--- src/hw/scl_pkg.sv ---
// Behaviour
// - Divider codes 00,01,10,11 divide 2,4,8,1
// - Parallel strobe copies loop and output divider pins
// - Parallel latch transparent low, holds at rising edge
// - Loop divider is seven bits, bit 6 MSB
// - Serial data shifts in on serial clock rise
// - Serial latch transparent high, holds at falling edge
// - Reference select 1 crystal, 0 external reference
// - Output enable active high, applied glitch free
// - Disabled output: true side low, complement high
// - Slow request divides output by sixteen synchronously
// - Oscillator 400 to 800 MHz feeds divider
// - Unconnected inputs default low or high per pin; the code loads these idle levels only during reset
// - Serial test field selects test output function
package scl_pkg;

    // ==========================================
    // Widths and field layout
    localparam int LOOP_W = 7;
    localparam int OUT_DIV_W = 2;
    localparam int TEST_W = 3;
    localparam int CFG_W = TEST_W + OUT_DIV_W + LOOP_W;
    localparam int CNT_W = 8;
    localparam int SHIFT_W = 3;

    // ==========================================
    // Oscillator range, informative for the analog side
    localparam int OSC_MIN_MHZ = 400;
    localparam int OSC_MAX_MHZ = 800;
    localparam int OUT_MIN_MHZ = 50;

    // ==========================================
    // Divider decode
    localparam logic [OUT_DIV_W-1:0] DIV_BY2 = 2'h0;
    localparam logic [OUT_DIV_W-1:0] DIV_BY4 = 2'h1;
    localparam logic [OUT_DIV_W-1:0] DIV_BY8 = 2'h2;
    localparam logic [OUT_DIV_W-1:0] DIV_BY1 = 2'h3;
    localparam logic [SHIFT_W-1:0] SHIFT_BY1 = 3'h0;
    localparam logic [SHIFT_W-1:0] SHIFT_BY2 = 3'h1;
    localparam logic [SHIFT_W-1:0] SHIFT_BY4 = 3'h2;
    localparam logic [SHIFT_W-1:0] SHIFT_BY8 = 3'h3;
    localparam logic [SHIFT_W-1:0] SHIFT_SLOW = 3'h4;
    localparam logic [CNT_W-1:0] CNT_WRAP = 8'hFF;
    localparam logic [CNT_W-1:0] CNT_ZERO = 8'h00;

    // ==========================================
    // Test output selections
    localparam logic [TEST_W-1:0] TST_LOW = 3'h0;
    localparam logic [TEST_W-1:0] TST_SHIFT_MSB = 3'h1;
    localparam logic [TEST_W-1:0] TST_REFERENCE = 3'h2;
    localparam logic [TEST_W-1:0] TST_OUT_CLOCK = 3'h3;
    localparam logic [TEST_W-1:0] TST_LOOP_MSB = 3'h4;
    localparam logic [TEST_W-1:0] TST_SOURCE = 3'h5;
    localparam logic [TEST_W-1:0] TST_OSC = 3'h6;
    localparam logic [TEST_W-1:0] TST_HIGH = 3'h7;

    typedef struct packed {
        logic [TEST_W-1:0] test;
        logic [OUT_DIV_W-1:0] out_div;
        logic [LOOP_W-1:0] loop_div;
    } scl_cfg_t;

    // Reset state matches pulled-up divider pins
    localparam scl_cfg_t CFG_RESET = '{test: 3'h0, out_div: 2'h3, loop_div: 7'h7F};
    localparam logic [CFG_W-1:0] SHREG_RESET = 12'h000;

    typedef struct packed {
        logic serial_clock;
        logic serial_data;
        logic serial_load;
        logic parallel_load;
        logic [LOOP_W-1:0] loop_div_pins;
        logic [OUT_DIV_W-1:0] out_div_pins;
        logic output_enable;
        logic ref_source_select;
        logic external_ref_in;
        logic crystal_pins;
        logic slow_output_request;
    } scl_pins_t;

    // Pin idle levels: pulldowns low, pullups high
    localparam scl_pins_t PINS_IDLE = '{
        serial_clock: 1'h0, serial_data: 1'h0, serial_load: 1'h0,
        parallel_load: 1'h1, loop_div_pins: 7'h7F, out_div_pins: 2'h3,
        output_enable: 1'h1, ref_source_select: 1'h1, external_ref_in: 1'h0,
        crystal_pins: 1'h0, slow_output_request: 1'h0};

    typedef enum logic {
        SRC_PARALLEL = 1'h0,
        SRC_SERIAL = 1'h1
    } scl_src_t;

    function automatic logic [SHIFT_W-1:0] div_shift(input logic [OUT_DIV_W-1:0] code);
        logic [SHIFT_W-1:0] s;
        s = SHIFT_BY1;
        unique case (code)
            DIV_BY2: s = SHIFT_BY2;
            DIV_BY4: s = SHIFT_BY4;
            DIV_BY8: s = SHIFT_BY8;
            DIV_BY1: s = SHIFT_BY1;
        endcase
        return s;
    endfunction

endpackage

--- src/hw/scl_config_logic.sv ---
`timescale 1ns/1ps
module scl_config_logic
    import scl_pkg::*;
(
    input wire logic mclk,
    input wire logic reset,
    input wire scl_pins_t pins,
    output logic [LOOP_W-1:0] loop_div_out,
    output logic [OUT_DIV_W-1:0] out_div_out,
    output logic pll_reference,
    output logic synth_clock_out,
    output logic synth_clock_out_n,
    output logic test_out
);

    // ==========================================
    // Pin synchronisers
    scl_pins_t meta_q;
    scl_pins_t sync_q;
    logic sclk_prev_q;
    logic sload_prev_q;
    logic pload_prev_q;

    // Idle values stand in for open pins during reset
    always_ff @(posedge mclk)
    begin
        if (reset)
        begin
            meta_q <= PINS_IDLE;
            sync_q <= PINS_IDLE;
        end
        else
        begin
            meta_q <= pins;
            sync_q <= meta_q;
        end
    end

    always_ff @(posedge mclk)
    begin
        if (reset)
        begin
            sclk_prev_q <= 1'h0;
            sload_prev_q <= 1'h0;
            pload_prev_q <= 1'h1;
        end
        else
        begin
            sclk_prev_q <= sync_q.serial_clock;
            sload_prev_q <= sync_q.serial_load;
            pload_prev_q <= sync_q.parallel_load;
        end
    end

    logic sclk_rise;
    logic ser_open;
    logic par_open;
    assign sclk_rise = sync_q.serial_clock & ~sclk_prev_q;
    assign ser_open = sync_q.serial_load;
    assign par_open = ~sync_q.parallel_load;

    // ==========================================
    // Serial shift register
    logic [CFG_W-1:0] shreg_q;

    // Oldest bit falls off the top, so any count works
    always_ff @(posedge mclk)
    begin
        if (reset)
            shreg_q <= SHREG_RESET;
        else if (sclk_rise)
            shreg_q <= {shreg_q[CFG_W-2:0], sync_q.serial_data};
    end

    // ==========================================
    // Configuration latches
    scl_src_t last_src_q;
    scl_cfg_t cfg_q;
    scl_cfg_t par_cfg;

    assign par_cfg = '{test: cfg_q.test, out_div: sync_q.out_div_pins,
        loop_div: sync_q.loop_div_pins};

    // Strobe that opened latest owns the latches when both are open
    always_ff @(posedge mclk)
    begin
        if (reset)
            last_src_q <= SRC_PARALLEL;
        else if (sync_q.serial_load && !sload_prev_q)
            last_src_q <= SRC_SERIAL;
        else if (!sync_q.parallel_load && pload_prev_q)
            last_src_q <= SRC_PARALLEL;
    end

    always_ff @(posedge mclk)
    begin
        if (reset)
            cfg_q <= CFG_RESET;
        else if (ser_open && (!par_open || last_src_q == SRC_SERIAL))
            cfg_q <= scl_cfg_t'(shreg_q);
        else if (par_open)
            cfg_q <= par_cfg;
    end

    assign loop_div_out = cfg_q.loop_div;
    assign out_div_out = cfg_q.out_div;

    // ==========================================
    // Reference selection
    always_ff @(posedge mclk)
    begin
        if (reset)
            pll_reference <= 1'h0;
        else if (sync_q.ref_source_select)
            pll_reference <= sync_q.crystal_pins;
        else
            pll_reference <= sync_q.external_ref_in;
    end

    // ==========================================
    // Output divider, mclk stands in for the oscillator
    logic [CNT_W-1:0] cnt_q;
    logic [CNT_W-1:0] cnt_d;
    logic [SHIFT_W-1:0] shift_d;
    logic [SHIFT_W-1:0] shift_act_q;
    logic en_act_q;
    logic wrap;

    assign cnt_d = cnt_q + 8'h01;
    assign wrap = (cnt_q == CNT_WRAP);
    assign shift_d = div_shift(cfg_q.out_div) +
        (sync_q.slow_output_request ? SHIFT_SLOW : SHIFT_BY1);

    always_ff @(posedge mclk)
    begin
        if (reset)
            cnt_q <= CNT_ZERO;
        else
            cnt_q <= cnt_d;
    end

    // Every tap falls together at wrap, so changes there cut no pulse
    always_ff @(posedge mclk)
    begin
        if (reset)
        begin
            en_act_q <= 1'h0;
            shift_act_q <= SHIFT_BY1;
        end
        else if (wrap)
        begin
            en_act_q <= sync_q.output_enable;
            shift_act_q <= shift_d;
        end
    end

    logic out_next;
    assign out_next = wrap ? 1'h0 : cnt_d[shift_act_q];

    always_ff @(posedge mclk)
    begin
        if (reset)
        begin
            synth_clock_out <= 1'h0;
            synth_clock_out_n <= 1'h1;
        end
        else if (!en_act_q || wrap)
        begin
            synth_clock_out <= 1'h0;
            synth_clock_out_n <= 1'h1;
        end
        else
        begin
            synth_clock_out <= out_next;
            synth_clock_out_n <= ~out_next;
        end
    end

    // ==========================================
    // Test output
    always_ff @(posedge mclk)
    begin
        if (reset)
            test_out <= 1'h0;
        else
        begin
            unique case (cfg_q.test)
                TST_LOW: test_out <= 1'h0;
                TST_SHIFT_MSB: test_out <= shreg_q[CFG_W-1];
                TST_REFERENCE: test_out <= pll_reference;
                TST_OUT_CLOCK: test_out <= synth_clock_out;
                TST_LOOP_MSB: test_out <= cfg_q.loop_div[LOOP_W-1];
                TST_SOURCE: test_out <= last_src_q;
                TST_OSC: test_out <= cnt_q[0];
                TST_HIGH: test_out <= 1'h1;
            endcase
        end
    end

    // ==========================================
    // Assertions
    a_serial_shift: assert property (@(posedge mclk) disable iff (reset)
        sclk_rise |=> shreg_q == {$past(shreg_q[CFG_W-2:0]), $past(sync_q.serial_data)})
        else $error("serial shift register did not take data bit");

    a_serial_follow: assert property (@(posedge mclk) disable iff (reset)
        (ser_open && !par_open) |=> cfg_q == $past(shreg_q))
        else $error("serial latch not transparent while strobe high");

    a_parallel_follow: assert property (@(posedge mclk) disable iff (reset)
        (par_open && !ser_open) |=> cfg_q.loop_div == $past(sync_q.loop_div_pins)
            && cfg_q.out_div == $past(sync_q.out_div_pins))
        else $error("parallel latch not transparent while strobe low");

    a_latch_hold: assert property (@(posedge mclk) disable iff (reset)
        (!par_open && !ser_open) |=> $stable(cfg_q))
        else $error("configuration changed with both strobes closed");

    a_ref_select: assert property (@(posedge mclk) disable iff (reset)
        ##1 pll_reference == ($past(sync_q.ref_source_select) ?
            $past(sync_q.crystal_pins) : $past(sync_q.external_ref_in)))
        else $error("wrong reference source");

    a_enable_step: assert property (@(posedge mclk) disable iff (reset)
        $changed(en_act_q) |-> cnt_q == CNT_ZERO && !synth_clock_out)
        else $error("enable changed away from output boundary");

    a_disabled_level: assert property (@(posedge mclk) disable iff (reset)
        !$past(en_act_q) |-> !synth_clock_out && synth_clock_out_n)
        else $error("disabled output not held low and high");

    a_div_apply: assert property (@(posedge mclk) disable iff (reset)
        wrap |=> shift_act_q == $past(shift_d))
        else $error("divider setting not applied at wrap");

    a_undivided: assert property (@(posedge mclk) disable iff (reset)
        (en_act_q && shift_act_q == SHIFT_BY1 && !wrap && cnt_q != CNT_ZERO) ##1
            (en_act_q && !wrap) |-> synth_clock_out != $past(synth_clock_out))
        else $error("undivided output did not toggle");

endmodule

--- config.mk ---
export PLATFORM = sky130hd
export DESIGN_NAME = scl_config_logic
export DESIGN_NICKNAME = d
export VERILOG_FILES = /design/src/hw/scl_pkg.sv /design/src/hw/scl_config_logic.sv
export SDC_FILE = /design/constraint.sdc
export NUM_CORES = 1
export LEC_CHECK = 0
export CORE_ASPECT_RATIO = 1.25
export CORE_MARGIN = 2
export CORE_UTILIZATION = 55
export DETAILED_ROUTE_END_ITERATION = 10
export DONT_BUFFER_PORTS = 1
export PLACE_DENSITY = 0.84
export SYNTH_ARGS = -nofsm -noshare
export SYNTH_HDL_FRONTEND = slang
export SYNTH_SLANG_ARGS = --single-unit
--- constraint.sdc ---
create_clock -name mclk -period 1.8 [get_ports mclk]
set_clock_uncertainty 0.15 [all_clocks]
set_input_delay 0.27 -clock mclk [delete_from_list [all_inputs] [get_ports mclk]]
set_output_delay 0.27 -clock mclk [all_outputs]
set_load 0.02 [all_outputs]
==> impl_metrics.tcl <==
set metrics [dict create \
    gp_congestion 0.9368 \
    reg2reg_depth 6 \
    rsz0062_at_grt "false" \
    seq_area_frac_synth_pct 55.97 \
    clockBufferDepth 2 \
    coreArea_sq_um 5044 \
    fin_tns_setup_ns 0 \
    ys_types 33 \
    startpoint_type "flop" \
    drive_above_1_share_pct 18.77 \
    worst_ep_required_time_ns 1.87 \
    drt_wl_total_microns 4616 \
    die_h_microns 84.65 \
    grt_pass1_wl_microns 7935 \
    grtUsageTotal_pct 18.75 \
    min_from "reset" \
    drtPass1Iterations 4 \
    syn_avg_cell_area_sq_um 9.800 \
    overflow 0 \
    grt_start_max_net_pins 79 \
    r2r_slack_ns 0.07 \
    finalCriticalPeriod_ns 1.731 \
    port_buffers 0 \
    grt_pass1_vias 1732 \
    vdd_drop_max_mv 0.9299 \
    viasPerCell 5.075 \
    wl_per_cell_microns 12.44 \
    synthMuxAreaShare_pct 6.296 \
    synth_largest_area_cell "dfxtp_1" \
    cts.sinks 80 \
    setup_viol_count_final 0 \
    finalCritPeriodShare_pct 96.19 \
    design_area_sq_um 3309 \
    synth_simple_gate_area_share_pct 21.47 \
    num_vias 1883 \
    path_class "reg -> reg" \
    drc_errors 0 \
    dp_slack_ns 0.007657 \
    synthAdderAreaFrac_pct 1.312 \
    synth-compound-area-share_pct 7.696 \
    syn_to_final_growth_pct 15.65 \
    antenna_found_initial 0 \
    synth_nets 315 \
    reg2reg_to "synth_clock_out_n$_SDFF_PP1_" \
    final-hold-violation-count 0 \
    max_slew_margin_pct 69.23 \
    synth_cells 292 \
    r2r_start "cnt_q[0]$_SDFF_PP0_" \
    nets 329 \
    maxCapViolations 0 \
    total_power_w 0.003427 \
    cp_max_fo 2 \
    fmax_mhz 577.5 \
    cp_data_arrival_time_ns 1.80 \
    die_area_sq_um 5799 \
    io_pins 33 \
    antenna_cells 0 \
    die_w_microns 68.52 \
    clk_latency_ns 0.34 \
    yosysTopAreaCellShare_pct 55.97 \
    whs_path_depth 2 \
    initial_utilization_pct 56.74 \
    synth_top_family_by_area "simple AND/OR/NAND/NOR gates" \
    synth_area_sq_um 2861 \
    cts_setup_buffers 0 \
    leakage_nw 1.330 \
    synth-seq-cells 80 \
    min_to "cnt_q[0]$_SDFF_PP0_" \
    cts_tree "done" \
    end_kind "flop" \
    ant_nets 0 \
    n_fill_cell 373 \
    power_density_nw_per_um2 1036 \
    drv_slew 0 \
    hold_slack_ns 0.1027 \
    tightest_slew_ns 0.4616 \
    status "completed" \
    synth-warning-count 0 \
    place_area_sq_um 2874 \
    clk_pin_slew_worst_paths_ns 0.07 \
    cts-root-buf "clkbuf_8" \
    cts_max_level 3 \
    dp_hpwl_microns 2871 \
    num_rows 29 \
    worst_slack_ns 0.06851 \
    drt_iter0_markers 78 \
    hold_path.class "in -> reg" \
    cts_buffers 9 \
    synth_area_leaders "dfxtp_1 56%, mux2i_1 6.3%, or2_2 5.5%, nand2_1 4.9%, nor2b_1 3.9%" \
    synth-xor-area-share_pct 1.836 \
]
==> repair_timing <==
action	4_1_cts	5_1_grt
pin swaps	0	2
hold buffers	19	0
setup endpoints to repair	1	2
hold endpoints to repair	78	0
resized for setup	1	4
==> worst max-delay path: stages, from the launching register on <==
cell and delay [ns]:
dfxtp_2 0.34, ha_2 0.18, nand3_1 0.09, xor2_1 0.18, a311o_1 0.37, a311oi_2 0.21
o21ai_1 0.10
==> state kept, by name, indices dropped and copies added, names as in the netlist, 2 cells and up <==
register	cells
meta_q	18
shreg_q	12
par_cfg	9
cnt_q	8
sync_q	8
loop_div_out	7
cfg_q	3
shift_act_q	3
out_div_out	2
==> cell families after synthesis <==
family | after synthesis
adders and majority gates | 3
and+or+nand+nor | 119
AOI/OAI and AO/OA | 36
muxes | 18
xor gates and xnor gates | 6
buffers and inverters | 30
DFF | 80
==> worst max path at each step <==
stage | start | endpoint | slack [ns] | cells past startpoint
3_3_place_gp | cnt_q[1]$_SDFF_PP0_ | synth_clock_out_n$_SDFF_PP1_ | 0.06 | 6
3_5_place_dp | cnt_q[1]$_SDFF_PP0_ | synth_clock_out_n$_SDFF_PP1_ | 0.008 | 6
5_1_grt | cnt_q[0]$_SDFF_PP0_ | synth_clock_out_n$_SDFF_PP1_ | 0.02 | 6
6_report | cnt_q[0]$_SDFF_PP0_ | synth_clock_out_n$_SDFF_PP1_ | 0.07 | 6
4_1_cts | cnt_q[1]$_SDFF_PP0_ | synth_clock_out_n$_SDFF_PP1_ | 0.008 | 6
2_1_floorplan | cnt_q[0]$_SDFF_PP0_ | synth_clock_out_n$_SDFF_PP1_ | 0.02 | 6
==> report_power, final <==
| group | total [W] | leakage [nW] | switching (W) | internal, W |
|---|---|---|---|---|
| Combinational | 0.000184 | 0.566 | 0.0000814 | 0.000102 |
| Sequential | 0.00187 | 0.656 | 0.0000371 | 0.00183 |
| Clock | 0.00138 | 0.108 | 0.000580 | 0.000798 |
| Total | 0.00343 | 1.33 | 0.000699 | 0.00273 |
==> layout make-up <==
type	instances	area (sq um)	share of cell area [%]
inverter	5	18.77	0.5671
tap	62	77.57	2.344
sequential	80	1604	48.47
timing repair buffer	28	275.3	8.318
clock buffer	10	137.6	4.159
clock inverter	4	70.07	2.117
multi-input combinational	182	1126	34.03
==> placed cells by master, fill, tap and decap left out, types with 5 or more instances in the layout <==
cell type,instances
buf_4,9
inv_1,5
xor2_1,5
nand2_1,37
nor2b_1,18
or2_2,25
a21oi_1,14
o21ai_0,10
nor2_1,18
dfxtp_1,78
dlygate4sd3_1,18
nand2b_1,12
mux2i_1,18
clkbuf_8,10
==> metal layers <==
layer	part of all wire [%]	vias up	wire length (microns)	track usage, %
met2	49	44	2254	27.19
met4	1.3	0	62	8.909
li1	-	970	-	-
met5	0	-	0	0
met3	6.8	5	313	9.115
met1	43	864	1986	23.00
==> synthesized netlist by cell type <==
master and n:
clkbuf_1 12, a311o_1 1, ha_1 3, nand4_1 1, nand2_1 37, o21ai_0 11
a22o_1 1, a21oi_1 14, inv_1 5, o311ai_0 1, a311oi_1 1, nor2b_1 18
nor2_1 18, mux2i_1 18, nand2b_1 12, buf_6 1, xor2_1 5, a311oi_2 1
buf_4 9, xnor2_1 1, and4_4 2, buf_2 1, buf_1 2, o21ai_1 1
a32oi_1 1, or2_2 25, and3_1 1, a211oi_1 2, o21a_1 2, dfxtp_1 80
nand3b_1 1, or2_1 1, nand3_1 3
==> metrics by stage <==
stage | utilization (%) | instances
floorplan | - | 292
global placement | 56.98 | 338
detailed placement | 56.98 | 338
CTS | 65.22 | 371
global route | 65.62 | 371
finish | 65.62 | 371
Note: power is estimated with default switching activity, not from simulation.
